==> src/bmrf_defs.vh <==
`ifndef BMRF_DEFS_VH
`define BMRF_DEFS_VH

// ****************************************************************
// Mode encodings (five-bit mode field of the status word)
// ****************************************************************
`define BMRF_MODE_USER 5'h10
`define BMRF_MODE_FAST 5'h11
`define BMRF_MODE_IRQ 5'h12
`define BMRF_MODE_SUPV 5'h13
`define BMRF_MODE_ABORT 5'h17
`define BMRF_MODE_UNDEF 5'h1b
`define BMRF_MODE_SYS 5'h1f

// ****************************************************************
// Status word field positions
// ****************************************************************
`define BMRF_SW_MODE_LO 0
`define BMRF_SW_MODE_HI 4
`define BMRF_SW_STATE_BIT 5
`define BMRF_SW_FIQ_DIS_BIT 6
`define BMRF_SW_IRQ_DIS_BIT 7
`define BMRF_SW_FLAGS_LO 28
`define BMRF_SW_RESET 32'h000000d3

// ****************************************************************
// Physical register indices (31 general copies)
// ****************************************************************
`define BMRF_NUM_PHYS 31
`define BMRF_PHYS_PC 5'h0f
`define BMRF_PHYS_FAST_BASE 5'h10
`define BMRF_PHYS_SUPV_SP 5'h17
`define BMRF_PHYS_ABORT_SP 5'h19
`define BMRF_PHYS_UNDEF_SP 5'h1b
`define BMRF_PHYS_IRQ_SP 5'h1d
`define BMRF_PHYS_FAST_SP 5'h15
`define BMRF_PC_RESET 32'h00000000

// ****************************************************************
// Saved status word bank indices
// ****************************************************************
`define BMRF_SAVED_FAST 3'h0
`define BMRF_SAVED_IRQ 3'h1
`define BMRF_SAVED_SUPV 3'h2
`define BMRF_SAVED_ABORT 3'h3
`define BMRF_SAVED_UNDEF 3'h4
`define BMRF_SAVED_NONE 3'h7

// ****************************************************************
// Transfer sizes
// ****************************************************************
`define BMRF_SIZE_BYTE 2'h0
`define BMRF_SIZE_HALF 2'h1
`define BMRF_SIZE_WORD 2'h2

`endif

==> src/bmrf_phys_mem.v <==
`timescale 1ns/1ps
`default_nettype none

// ****************************************************************
// Physical register array, one write port, two registered reads
// ****************************************************************
module bmrf_phys_mem #(
	parameter WIDTH = 32,
	parameter DEPTH = 31,
	parameter AW = 5
) (
	input wire clk,
	input wire rst,
	input wire we,
	input wire [AW-1:0] waddr,
	input wire [WIDTH-1:0] wdata,
	input wire [AW-1:0] raddr_a,
	input wire [AW-1:0] raddr_b,
	output reg [WIDTH-1:0] rdata_a,
	output reg [WIDTH-1:0] rdata_b
);
	reg [WIDTH-1:0] mem [0:DEPTH-1];
	integer i;

	always @(posedge clk) begin
		if (rst) begin
			for (i = 0; i < DEPTH; i = i + 1) begin
				mem[i] <= {WIDTH{1'b0}};
			end
			rdata_a <= {WIDTH{1'b0}};
			rdata_b <= {WIDTH{1'b0}};
		end else begin
			if (we) begin
				mem[waddr] <= wdata;
			end
			rdata_a <= (we && waddr == raddr_a) ? wdata : mem[raddr_a];
			rdata_b <= (we && waddr == raddr_b) ? wdata : mem[raddr_b];
		end
	end
endmodule // bmrf_phys_mem

`default_nettype wire

==> src/bmrf_bank_map.v <==
`timescale 1ns/1ps
`default_nettype none
`include "bmrf_defs.vh"

// ****************************************************************
// Register number to physical index for a given mode
// ****************************************************************
module bmrf_bank_map (
	input wire [4:0] mode,
	input wire [3:0] regnum,
	output reg [4:0] phys
);
	always @* begin
		// (RL3) Low numbers shared
		phys = {1'b0, regnum};
		if (regnum >= 4'h8 && regnum <= 4'hc && mode == `BMRF_MODE_FAST) begin
			// (RL12) Private fast copies
			phys = `BMRF_PHYS_FAST_BASE + {2'h0, regnum[2:0]};
		end else if (regnum == 4'hd || regnum == 4'he) begin
			// (RL4) Banked by mode
			case (mode)
				`BMRF_MODE_FAST: phys = `BMRF_PHYS_FAST_SP + {4'h0, ~regnum[0]};
				`BMRF_MODE_SUPV: phys = `BMRF_PHYS_SUPV_SP + {4'h0, ~regnum[0]};
				`BMRF_MODE_ABORT: phys = `BMRF_PHYS_ABORT_SP + {4'h0, ~regnum[0]};
				`BMRF_MODE_UNDEF: phys = `BMRF_PHYS_UNDEF_SP + {4'h0, ~regnum[0]};
				`BMRF_MODE_IRQ: phys = `BMRF_PHYS_IRQ_SP + {4'h0, ~regnum[0]};
				// (RL14) System uses user copies
				default: phys = {1'b0, regnum};
			endcase
		end
	end
endmodule // bmrf_bank_map

`default_nettype wire

==> src/bmrf_top.v <==
// Behaviour
// (RL1) 31 general 32-bit copies plus six status words in total.
// (RL2) Sixteen register numbers visible; mode picks their physical copies.
// (RL3) Numbers 0 to 7 share one physical copy in every mode.
// (RL4) Numbers 8 to 14 are banked by current mode.
// (RL5) Number 15 is the program counter, readable by every instruction.
// (RL6) Call with link leaves the return address in the current link register.
// (RL7) Seven modes: user, fast, irq, supervisor, abort, system, undefined.
// (RL8) Mode changes by software, external interrupt or exception entry.
// (RL9) Instructions are 32 bits wide or 16 bits in compact state.
// (RL10) Byte, half-word and word transfer sizes.
// (RL11) Software keeps words four-byte and halves two-byte aligned.
// (RL12) Fast mode has private copies of numbers 8 to 12.
// (RL13) Each exception mode has private stack pointer and link register.
// (RL14) System mode uses exactly the user mode copies.
// (RL15) Five saved status words capture the current status on exception entry.
// (RL16) Ports resolve from current mode same cycle; writes hit active copy only.
`timescale 1ns/1ps
`default_nettype none
`include "bmrf_defs.vh"

module bmrf_top #(
	parameter WIDTH = 32
) (
	input wire clk,
	input wire rst,
	input wire [3:0] rd_num_a,
	input wire [3:0] rd_num_b,
	input wire wr_en,
	input wire [3:0] wr_num,
	input wire [WIDTH-1:0] wr_data,
	input wire [1:0] wr_size,
	input wire link_en,
	input wire pc_adv,
	input wire [WIDTH-1:0] pc_load,
	input wire pc_load_en,
	input wire exc_en,
	input wire [4:0] exc_mode,
	input wire [WIDTH-1:0] exc_vector,
	input wire [WIDTH-1:0] exc_return,
	input wire sw_wr_en,
	input wire [WIDTH-1:0] sw_wr_data,
	input wire saved_wr_en,
	input wire [WIDTH-1:0] saved_wr_data,
	input wire ret_restore,
	output reg [WIDTH-1:0] rd_data_a,
	output reg [WIDTH-1:0] rd_data_b,
	output reg [WIDTH-1:0] pc_out,
	output reg [WIDTH-1:0] current_status_word,
	output reg [WIDTH-1:0] saved_status_word,
	output reg [4:0] mode_out,
	output reg privileged,
	output reg mode_bad
);
	// ****************************************************************
	// Local state
	// ****************************************************************
	reg [WIDTH-1:0] pc_r;
	reg [WIDTH-1:0] pc_nxt;
	reg [WIDTH-1:0] cur_sw_r;
	reg [WIDTH-1:0] cur_sw_nxt;
	reg [WIDTH-1:0] saved_r [0:4];
	wire [4:0] mode;
	wire [4:0] phys_a;
	wire [4:0] phys_b;
	wire [4:0] phys_w;
	wire [4:0] phys_lr;
	wire [4:0] phys_lr_exc;
	wire [WIDTH-1:0] mem_a;
	wire [WIDTH-1:0] mem_b;
	reg [2:0] saved_idx;
	reg [2:0] exc_idx;
	reg [WIDTH-1:0] wr_val;
	reg [WIDTH-1:0] pc_step;
	reg mem_we;
	reg [4:0] mem_waddr;
	reg [WIDTH-1:0] mem_wdata;
	reg pc_rd_a;
	reg pc_rd_b;
	reg [2:0] view_idx;
	reg [WIDTH-1:0] saved_nxt;
	integer k;

	assign mode = cur_sw_r[`BMRF_SW_MODE_HI:`BMRF_SW_MODE_LO];

	// ****************************************************************
	// Bank index of saved status word per mode
	// ****************************************************************
	function [2:0] saved_of;
		input [4:0] m;
		begin
			case (m)
				`BMRF_MODE_FAST: saved_of = `BMRF_SAVED_FAST;
				`BMRF_MODE_IRQ: saved_of = `BMRF_SAVED_IRQ;
				`BMRF_MODE_SUPV: saved_of = `BMRF_SAVED_SUPV;
				`BMRF_MODE_ABORT: saved_of = `BMRF_SAVED_ABORT;
				`BMRF_MODE_UNDEF: saved_of = `BMRF_SAVED_UNDEF;
				default: saved_of = `BMRF_SAVED_NONE;
			endcase
		end
	endfunction

	// (RL7) Seven legal modes
	function mode_ok;
		input [4:0] m;
		begin
			case (m)
				`BMRF_MODE_USER, `BMRF_MODE_FAST, `BMRF_MODE_IRQ, `BMRF_MODE_SUPV,
				`BMRF_MODE_ABORT, `BMRF_MODE_UNDEF, `BMRF_MODE_SYS: mode_ok = 1'b1;
				default: mode_ok = 1'b0;
			endcase
		end
	endfunction

	// ****************************************************************
	// Mode mapping of each port
	// ****************************************************************
	// (RL2) Sixteen numbers per mode
	// (RL16) Same cycle mapping
	bmrf_bank_map u_map_a (
		.mode(mode),
		.regnum(rd_num_a),
		.phys(phys_a)
	);

	bmrf_bank_map u_map_b (
		.mode(mode),
		.regnum(rd_num_b),
		.phys(phys_b)
	);

	bmrf_bank_map u_map_w (
		.mode(mode),
		.regnum(wr_num),
		.phys(phys_w)
	);

	// (RL6) Link of current mode
	bmrf_bank_map u_map_lr (
		.mode(mode),
		.regnum(4'he),
		.phys(phys_lr)
	);

	// (RL13) Link of the entered mode
	bmrf_bank_map u_map_lrx (
		.mode(exc_mode),
		.regnum(4'he),
		.phys(phys_lr_exc)
	);

	// ****************************************************************
	// Write data sizing and write port select
	// ****************************************************************
	always @* begin
		// (RL10) Zero-extend narrow transfers
		case (wr_size)
			`BMRF_SIZE_BYTE: wr_val = {{(WIDTH-8){1'b0}}, wr_data[7:0]};
			`BMRF_SIZE_HALF: wr_val = {{(WIDTH-16){1'b0}}, wr_data[15:0]};
			default: wr_val = wr_data;
		endcase
		// (RL9) Compact state steps the counter by two
		if (cur_sw_r[`BMRF_SW_STATE_BIT]) begin
			pc_step = {{(WIDTH-3){1'b0}}, 3'h2};
		end else begin
			pc_step = {{(WIDTH-3){1'b0}}, 3'h4};
		end
		exc_idx = saved_of(exc_mode);
		mem_we = 1'b0;
		mem_waddr = phys_w;
		mem_wdata = wr_val;
		if (exc_en && mode_ok(exc_mode) && exc_idx != `BMRF_SAVED_NONE) begin
			// (RL13) Return address into entered mode link
			mem_we = 1'b1;
			mem_waddr = phys_lr_exc;
			mem_wdata = exc_return;
		end else if (link_en) begin
			// (RL6) Return address into current link
			mem_we = 1'b1;
			mem_waddr = phys_lr;
			mem_wdata = pc_r + pc_step;
		end else if (wr_en && wr_num != 4'hf) begin
			// (RL16) Only active copy written
			mem_we = 1'b1;
		end
	end

	// (RL1) Thirty-one general copies
	bmrf_phys_mem #(
		.WIDTH(WIDTH),
		.DEPTH(`BMRF_NUM_PHYS),
		.AW(5)
	) u_mem (
		.clk(clk),
		.rst(rst),
		.we(mem_we),
		.waddr(mem_waddr),
		.wdata(mem_wdata),
		.raddr_a(phys_a),
		.raddr_b(phys_b),
		.rdata_a(mem_a),
		.rdata_b(mem_b)
	);

	// ****************************************************************
	// Program counter and status words
	// ****************************************************************
	always @* begin
		saved_idx = saved_of(mode);
		pc_nxt = pc_r;
		cur_sw_nxt = cur_sw_r;
		if (exc_en && mode_ok(exc_mode) && exc_idx != `BMRF_SAVED_NONE) begin
			// (RL8) Exception entry switches mode
			pc_nxt = exc_vector;
			cur_sw_nxt = cur_sw_r;
			cur_sw_nxt[`BMRF_SW_MODE_HI:`BMRF_SW_MODE_LO] = exc_mode;
			cur_sw_nxt[`BMRF_SW_IRQ_DIS_BIT] = 1'b1;
			cur_sw_nxt[`BMRF_SW_STATE_BIT] = 1'b0;
			if (exc_mode == `BMRF_MODE_FAST) begin
				cur_sw_nxt[`BMRF_SW_FIQ_DIS_BIT] = 1'b1;
			end
		end else begin
			// (RL5) Counter written as register fifteen
			if (wr_en && wr_num == 4'hf) begin
				pc_nxt = wr_val;
			end else if (pc_load_en) begin
				pc_nxt = pc_load;
			end else if (pc_adv) begin
				pc_nxt = pc_r + pc_step;
			end
			if (ret_restore && saved_idx != `BMRF_SAVED_NONE) begin
				cur_sw_nxt = saved_r[saved_idx];
			end else if (sw_wr_en) begin
				// (RL8) Software mode change, user may touch flags only
				if (mode == `BMRF_MODE_USER) begin
					cur_sw_nxt[WIDTH-1:`BMRF_SW_FLAGS_LO] = sw_wr_data[WIDTH-1:`BMRF_SW_FLAGS_LO];
				end else if (mode_ok(sw_wr_data[`BMRF_SW_MODE_HI:`BMRF_SW_MODE_LO])) begin
					cur_sw_nxt = sw_wr_data;
				end else begin
					cur_sw_nxt[WIDTH-1:`BMRF_SW_FLAGS_LO] = sw_wr_data[WIDTH-1:`BMRF_SW_FLAGS_LO];
				end
			end
		end
		// (RL15) Saved word of the mode in force after this edge
		view_idx = saved_of(cur_sw_nxt[`BMRF_SW_MODE_HI:`BMRF_SW_MODE_LO]);
		if (view_idx == `BMRF_SAVED_NONE) begin
			saved_nxt = {WIDTH{1'b0}};
		end else if (exc_en && mode_ok(exc_mode) && exc_idx != `BMRF_SAVED_NONE) begin
			saved_nxt = cur_sw_r;
		end else if (saved_wr_en && view_idx == saved_idx) begin
			// Show a write of this edge at once, not one cycle late
			saved_nxt = saved_wr_data;
		end else begin
			saved_nxt = saved_r[view_idx];
		end
	end

	always @(posedge clk) begin
		if (rst) begin
			pc_r <= `BMRF_PC_RESET;
			cur_sw_r <= `BMRF_SW_RESET;
			for (k = 0; k < 5; k = k + 1) begin
				saved_r[k] <= {WIDTH{1'b0}};
			end
		end else begin
			pc_r <= pc_nxt;
			cur_sw_r <= cur_sw_nxt;
			if (exc_en && mode_ok(exc_mode) && exc_idx != `BMRF_SAVED_NONE) begin
				// (RL15) Capture interrupted status word
				saved_r[exc_idx] <= cur_sw_r;
			end else if (saved_wr_en && saved_idx != `BMRF_SAVED_NONE) begin
				saved_r[saved_idx] <= saved_wr_data;
			end
		end
	end

	// ****************************************************************
	// Registered outputs
	// ****************************************************************
	always @(posedge clk) begin
		if (rst) begin
			pc_rd_a <= 1'b0;
			pc_rd_b <= 1'b0;
			current_status_word <= `BMRF_SW_RESET;
			saved_status_word <= {WIDTH{1'b0}};
			mode_out <= `BMRF_MODE_SUPV;
			privileged <= 1'b1;
			mode_bad <= 1'b0;
			pc_out <= `BMRF_PC_RESET;
		end else begin
			pc_rd_a <= (rd_num_a == 4'hf);
			pc_rd_b <= (rd_num_b == 4'hf);
			current_status_word <= cur_sw_nxt;
			saved_status_word <= saved_nxt;
			mode_out <= cur_sw_nxt[4:0];
			// (RL8) Every mode but user is privileged
			privileged <= (cur_sw_nxt[4:0] != `BMRF_MODE_USER);
			mode_bad <= ~mode_ok(cur_sw_nxt[4:0]);
			pc_out <= pc_nxt;
		end
	end

	// (RL5) Counter readable on both ports
	always @* begin
		rd_data_a = pc_rd_a ? pc_out : mem_a;
		rd_data_b = pc_rd_b ? pc_out : mem_b;
	end
endmodule // bmrf_top

`default_nettype wire

==> config.mk <==
export PLATFORM = sky130hd
export DESIGN_NAME = bmrf_top
export DESIGN_NICKNAME = d
export VERILOG_FILES = /design/src/bmrf_phys_mem.v /design/src/bmrf_bank_map.v /design/src/bmrf_top.v
export VERILOG_INCLUDE_DIRS = /design/src /design/src/src
export SDC_FILE = /design/constraint.sdc
export NUM_CORES = 2
export LEC_CHECK = 0
export ABC_CLOCK_PERIOD_IN_PS = 8200
export BUFFER_PORTS_ARGS = -buffer_cell sky130_fd_sc_hd__buf_4
export CAP_MARGIN = 10
export CORE_MARGIN = 5
export CORE_UTILIZATION = 45
export DETAILED_ROUTE_END_ITERATION = 10
export GPL_TIMING_DRIVEN = 0
export HOLD_SLACK_MARGIN = 0.06
export PLACE_DENSITY_LB_ADDON = 0.08
export RECOVER_POWER = 100
export SLEW_MARGIN = 5
export SYNTH_ARGS = -nofsm -noshare
export SYNTH_HDL_FRONTEND = slang
export SYNTH_SLANG_ARGS = --single-unit
==> constraint.sdc <==
create_clock -name clk -period 8.2 [get_ports clk]
set_input_delay 1.23 -clock clk [delete_from_list [all_inputs] [get_ports clk]]
set_output_delay 1.23 -clock clk [all_outputs]
set_load 0.005 [all_outputs]
## Word level (Yosys, flattened, before mapping)

Memory sizes are Yosys's and may differ from the RTL's. A register that Yosys moved wholly into a read port is not among the register bits.
Cells that the tools add are included.

- Bits in registers: 100
- Bits in writable memories: 1152
- Input bits: 221
- Output and inout port bits: 167
- Logic and storage cells: 195
- Memories: 2

- Add/sub/neg operators: 19
- Order comparisons: 6
- Equal/unequal tests: 46
- Muxes and demuxes: 68
- Bitwise gates (word level): 5
- Reduce and logical (&&, ||, !) cells: 38

Memory list:

| memory | depth | width | read ports | clocked after Yosys merged registers in | wr ports | RTL line | source |
|---|---|---|---|---|---|---|---|
| u_mem.mem | 31 | 32 | 2 | 2 | 31 | bmrf_phys_mem.v:22 | `reg [WIDTH-1:0] mem [0:DEPTH-1];` |
| saved_r | 5 | 32 | 2 | 0 | 5 | bmrf_top.v:62 | `reg [WIDTH-1:0] saved_r [0:4];` |

Operators by type and width:

| operator | number |
|---|---|
| $mux 32 | 15 |
| $eq 5x5->1 const B | 27 |
| $pmux 5 s5 | 5 |
| $reduce_or 32->1 | 3 |
| $pmux 32 s2 | 1 |
| $mux 28 | 2 |
| $mux 5 | 9 |
| $pmux 3 s5 | 3 |
| $eq 4x4->1 const B | 9 |
| $add 32x32->32 | 1 |
| $add 4x2->5 const A | 6 |
| $add 5x1->5 const A | 6 |
| $mux 1 | 29 |
| $reduce_or 7->1 | 3 |
| $logic_and 1x1->1 | 17 |
| $add 5x3->5 const A | 3 |
| $add 3x2->4 const A | 3 |
| $ge 4x4->1 const B | 3 |
| $le 4x4->1 const B | 3 |
| $mux 3 | 3 |
| $ne 3x3->1 const B | 3 |
| $reduce_and 4->1 | 2 |
| $mux 7 | 1 |
| $reduce_bool 3->1 | 2 |
| other kinds (15) | 23 |

## Longest topological paths before layout

- Depth after elaboration: 19
- Mapped depth: 17

## Hierarchy

From an unflattened synthesis, not the netlist that was laid out.

- Cell total of the unflattened synthesis: 6649
- Area total of the unflattened synthesis: 79082.1 um^2

By module, submodules not included:

| module | times used | cells each | area an instance (um^2) |
|---|---|---|---|
| bmrf_phys_mem | 1 | 4180 | 57736.6 |
| bmrf_top | 1 | 2309 | 20263.2 |
| bmrf_bank_map | 5 | 32 | 216.5 |

## Least setup slack after synthesis

No wires, ideal clock.

- Path type: input-to-reg
- Start: input exc_mode[1]
- End: memory saved_r[1][0], enable pin
- Setup time: 394 ps
- Data arrival time: 4149 ps
- Path slack: 3657 ps
- Stages: 13
- Buffers on the path: 4
- Path through: clkbuf_1 -> and2_1 -> a221oi_2 -> nor2_1 -> clkbuf_1 -> nor2_1 -> nand2_1 -> nor2_1 -> buf_1 -> a21oi_1 -> or2_2 -> clkbuf_1 -> nand2b_1

RTL lines:

| what | RTL line | source |
|---|---|---|
| start, declared | bmrf_top.v:38 | `input wire [4:0] exc_mode,` |
| end, declared | bmrf_top.v:62 |  |

==> impl_metrics.xml <==
<?xml version="1.0" encoding="UTF-8"?>
<metrics>
  <group name="detailed_routing">
    <metric name="drt_wl_total" unit="µm">393000</metric>
    <metric name="top_layer_used" unit="">met5</metric>
    <metric name="drt_pre_antenna_iters" unit="">8</metric>
    <metric name="vias_per_cell" unit="">6.95</metric>
    <metric name="detailroute.wirelength.met3" unit="µm">60200</metric>
    <metric name="postRouteAntennaNets" unit="">0</metric>
    <metric name="drt_iter0_markers" unit="">12400</metric>
    <metric name="vias" unit="">67700</metric>
    <metric name="dr_wl_met2" unit="µm">158000</metric>
    <metric name="length_of_routed_wiring_on_met1" unit="µm">139000</metric>
    <metric name="drc_errors" unit="">0</metric>
    <metric name="wl_per_cell" unit="µm">40.3</metric>
  </group>
  <group name="power">
    <metric name="design_power_total" unit="mW">28.6</metric>
    <metric name="leakagePower" unit="nW">30.5</metric>
    <metric name="worst_ir_drop_vdd" unit="µV">269</metric>
    <metric name="power_density" unit="nW/µm²">336</metric>
  </group>
  <group name="timing">
    <metric name="final_min_period_over_clock_period" unit="%">101</metric>
    <metric name="grt_setup_unrepaired" unit="">no</metric>
    <metric name="whs" unit="ns">0.494</metric>
    <metric name="worst_clock_skew" unit="ns">0.0333</metric>
    <metric name="post-route-min-period" unit="ns">8.26</metric>
    <metric name="final.setup.worst_slack" unit="ns">-0.0571</metric>
    <metric name="timing.final.setup_violations" unit="">3</metric>
    <metric name="max_freq" unit="GHz">0.121</metric>
    <metric name="max_slew.worst_pin.slew" unit="ns">3.81</metric>
    <metric name="finalSetupTns" unit="ns">-0.0966</metric>
    <metric name="hold_violations" unit="">0</metric>
    <metric name="slew_headroom" unit="%">-154</metric>
    <metric name="final-max-slew-violation-count" unit="">999</metric>
  </group>
  <group name="worst_setup_path">
    <metric name="cp-end-kind" unit="">flop</metric>
    <metric name="critPathLaunchType" unit="">flop</metric>
    <metric name="worstPathArrival" unit="ns">8.87</metric>
    <metric name="worst-path-max-fanout" unit="">10</metric>
    <metric name="crit_required" unit="ns">8.81</metric>
    <metric name="criticalPathCategory" unit="">reg2reg</metric>
  </group>
  <group name="outcome">
    <metric name="result_of_the_run" unit="">finished with violations</metric>
    <metric name="violations" unit="">capacitance limit, slew limit, setup timing</metric>
  </group>
  <group name="yosys">
    <metric name="ys_seq_area_share" unit="%">54.6</metric>
    <metric name="total_of_warnings_raised_by_yosys" unit="">0</metric>
    <metric name="most_used_flip_flop_cell_after_synthesis" unit="">sky130_fd_sc_hd__edfxtp_1</metric>
    <metric name="synth_seq_cells" unit="">1390</metric>
    <metric name="netlist-cell-type-count" unit="">100</metric>
    <metric name="syn-instance-count" unit="">6732</metric>
    <metric name="post_synth_instance_area" unit="µm²">73500</metric>
    <metric name="synth_area_per_cell" unit="µm²">10.9</metric>
    <metric name="synth_enable_flop_cells" unit="">1226</metric>
    <metric name="ys_async_rst_share" unit="%">0</metric>
  </group>
  <group name="clocking">
    <metric name="htree_num_levels" unit="">4</metric>
    <metric name="ctsHoldBuffers" unit="">0</metric>
    <metric name="cts_tree" unit="">done</metric>
    <metric name="cts_root_buf" unit="">sky130_fd_sc_hd__clkbuf_16</metric>
    <metric name="worst_skew_pair.late_latency" unit="ns">0.83</metric>
    <metric name="cts_buffer_depth" unit="">3</metric>
    <metric name="cts.sinks" unit="">1390</metric>
    <metric name="cts_setup_buffers" unit="">0</metric>
    <metric name="cts-resized-gates" unit="">0</metric>
    <metric name="numCtsBuffers" unit="">156</metric>
    <metric name="path_clk_slew" unit="ns">0.06</metric>
  </group>
  <group name="floorplanning">
    <metric name="die_area" unit="µm²">172000</metric>
    <metric name="rows" unit="">148</metric>
    <metric name="core_region_area" unit="µm²">163000</metric>
    <metric name="floorplan.die.height" unit="µm">414</metric>
    <metric name="floorplan.io_pins" unit="">388</metric>
    <metric name="start_util" unit="%">45.2</metric>
    <metric name="die_width" unit="µm">414</metric>
  </group>
  <group name="placement">
    <metric name="place_inst" unit="">9434</metric>
    <metric name="dp_hpwl" unit="µm">290000</metric>
    <metric name="place_congestion" unit="">1.04</metric>
    <metric name="io_buffers" unit="">376</metric>
  </group>
  <group name="layout">
    <metric name="layout.cells.most_common" unit="">sky130_fd_sc_hd__nor2_1</metric>
    <metric name="final_core_utilization" unit="%">52.2</metric>
    <metric name="post_route_cells_drive_above_1_share" unit="%">15.0</metric>
    <metric name="area.growth.synth_to_final" unit="%">15.5</metric>
    <metric name="final_cell_count_no_fill" unit="">9749</metric>
    <metric name="layout.cells.most_common_list" unit="">1,409 x sky130_fd_sc_hd__nor2_1, 1,226 x sky130_fd_sc_hd__edfxtp_1, 770 x sky130_fd_sc_hd__nand2_1, 626 x sky130_fd_sc_hd__clkbuf_1, 323 x sky130_fd_sc_hd__mux4_2</metric>
    <metric name="final_layout_fill_cell_count" unit="">14900</metric>
    <metric name="nNetsFinal" unit="">7648</metric>
  </group>
  <group name="hold_path">
    <metric name="min-delay-path-class" unit="">reg2reg</metric>
  </group>
  <group name="grt">
    <metric name="initial_antenna_violation_count" unit="">25</metric>
    <metric name="grt_resource_usage_total" unit="%">44.0</metric>
    <metric name="number_of_global_route_vias_before_repair" unit="">63000</metric>
    <metric name="pin_count_of_the_biggest_net_entering_global_routing" unit="">33</metric>
    <metric name="grt_first_pass_wirelength" unit="µm">525000</metric>
    <metric name="grt-ovfl-total" unit="">0</metric>
  </group>
  <group name="flow_run">
    <metric name="timing.max_cap.violations" unit="">48</metric>
  </group>
</metrics>
final cells by class:
type                       count  area [µm²]  share of cell area [%]
sequential                  1390       40100                    47.2
multi-input combinational   4700       30800                    36.2
clock buffer                 188        4200                    4.95
timing repair buffer         429        3120                    3.67
tap                         2175        2720                    3.20
buffer                       658        2640                    3.11
clock inverter               101         973                    1.15
inverter                      89         334                   0.393
antenna                       19        47.5                  0.0560
stage by stage:
stage / worst slack (ns) / instance area, µm²
6_report: -0.0571 / 84900
5_1_grt: 0.326 / 84900
4_1_cts: 0.903 / 85600
3_5_place_dp: 0.734 / 80500
3_3_place_gp: 0.694 / 79400
2_1_floorplan: 3.66 / 73900
state kept, by name, indices dropped and copies added, names as in the netlist:
name                 count
current_status_word     32
pc_rd_a                  1
mode_bad                 1
saved_r                202
u_mem.rdata_b           32
pc_out                  32
privileged               1
u_mem.rdata_a           32
saved_status_word       32
u_mem.mem             1024
pc_rd_b                  1
per-layer routing:
layer / vias up / track usage (%)
met2: 6345 / 61.3
met4: 10 / 30.7
li1: 26300 / -
met5: - / 0
met1: 33600 / 57.0
met3: 1421 / 16.0
logic make-up (layout without fill, tap and decap cells):
family / after synthesis / after routing / share of synthesized area (%)
compound gates: 1187 / 1187 / 11.5
xor+xnor: 46 / 46 / 0.548
fa+ha+maj: 5 / 5 / 0.0885
buf+inv: 747 / 1465 / 4.03
flops: 1390 / 1390 / 54.6
mux: 568 / 568 / 13.4
other cells: 1 / 125 / 0.00510
simple gates: 2788 / 2788 / 15.9
synthesized netlist by cell type, types with 11 or more instances:
| cell type | n | area (µm²) |
|---|---|---|
| sky130_fd_sc_hd__nor2_1 | 1409 | 5290 |
| sky130_fd_sc_hd__edfxtp_1 | 1226 | 36800 |
| sky130_fd_sc_hd__nand2_1 | 770 | 2890 |
| sky130_fd_sc_hd__clkbuf_1 | 528 | 1980 |
| sky130_fd_sc_hd__mux4_2 | 323 | 7270 |
| sky130_fd_sc_hd__a21oi_1 | 280 | 1400 |
| sky130_fd_sc_hd__nand3_1 | 251 | 1260 |
| sky130_fd_sc_hd__mux2i_1 | 178 | 1780 |
| sky130_fd_sc_hd__o22ai_1 | 171 | 1070 |
| sky130_fd_sc_hd__dfxtp_1 | 164 | 3280 |
| sky130_fd_sc_hd__o21ai_0 | 127 | 636 |
| sky130_fd_sc_hd__o221ai_1 | 97 | 850 |
| sky130_fd_sc_hd__inv_1 | 84 | 315 |
| sky130_fd_sc_hd__nor3_1 | 71 | 355 |
| sky130_fd_sc_hd__mux2_2 | 66 | 743 |
| sky130_fd_sc_hd__a211oi_1 | 64 | 480 |
| sky130_fd_sc_hd__buf_1 | 64 | 240 |
| sky130_fd_sc_hd__o211ai_1 | 59 | 443 |
| sky130_fd_sc_hd__nand4_1 | 56 | 350 |
| sky130_fd_sc_hd__nand2b_1 | 54 | 338 |
| sky130_fd_sc_hd__buf_2 | 50 | 250 |
| sky130_fd_sc_hd__a31oi_1 | 43 | 269 |
| sky130_fd_sc_hd__nor4_1 | 43 | 269 |
| sky130_fd_sc_hd__a22oi_1 | 41 | 308 |
| sky130_fd_sc_hd__a32oi_1 | 39 | 342 |
| sky130_fd_sc_hd__o221a_2 | 38 | 428 |
| sky130_fd_sc_hd__xnor2_1 | 29 | 254 |
| sky130_fd_sc_hd__or3_1 | 28 | 175 |
| sky130_fd_sc_hd__a21o_1 | 24 | 180 |
| sky130_fd_sc_hd__a31o_2 | 24 | 210 |
| sky130_fd_sc_hd__and3_1 | 24 | 150 |
| sky130_fd_sc_hd__o31ai_4 | 20 | 425 |
| sky130_fd_sc_hd__a311oi_1 | 18 | 158 |
| sky130_fd_sc_hd__o21ai_1 | 18 | 90.1 |
| sky130_fd_sc_hd__o31ai_1 | 17 | 128 |
| sky130_fd_sc_hd__xor2_1 | 17 | 149 |
| sky130_fd_sc_hd__nor2b_1 | 14 | 87.6 |
| sky130_fd_sc_hd__buf_4 | 11 | 82.6 |
| sky130_fd_sc_hd__nand3b_1 | 11 | 82.6 |
power by group:
group	internal (mW)	switching [mW]	total, mW
Combinational	3.41	8.82	12.2
Sequential	8.52	0.517	9.03
Clock	4.13	3.16	7.29
worst paths after layout:
check | startpoint | endpoint | slack [ns] | cells past startpoint
max | current_status_word[0] | u_mem.rdata_b[25] | -0.06 | 16
min | current_status_word[18] | current_status_word[18] | 0.49 | 2
max reg2reg | current_status_word[0] | u_mem.rdata_b[25] | -0.06 | 16
min reg2reg | current_status_word[18] | current_status_word[18] | 0.49 | 2
worst max-delay path: stages, from the launching register on:
cell and delay [ns]:
sky130_fd_sc_hd__dfxtp_1 0.57, sky130_fd_sc_hd__buf_4 0.25, sky130_fd_sc_hd__buf_6 0.15, sky130_fd_sc_hd__buf_2 0.27, sky130_fd_sc_hd__clkbuf_1 0.52, sky130_fd_sc_hd__nand3b_1 0.29
sky130_fd_sc_hd__nor2_1 0.25, sky130_fd_sc_hd__o21ai_0 0.16, sky130_fd_sc_hd__clkbuf_1 0.47, sky130_fd_sc_hd__a21oi_1 1.12, sky130_fd_sc_hd__nand2b_1 0.58, sky130_fd_sc_hd__buf_2 0.53
sky130_fd_sc_hd__nand2_1 0.77, sky130_fd_sc_hd__clkbuf_1 0.79, sky130_fd_sc_hd__o22ai_1 0.67, sky130_fd_sc_hd__nor4_1 0.50, sky130_fd_sc_hd__a211oi_1 0.15
Note: power is estimated with default switching activity, not from simulation.
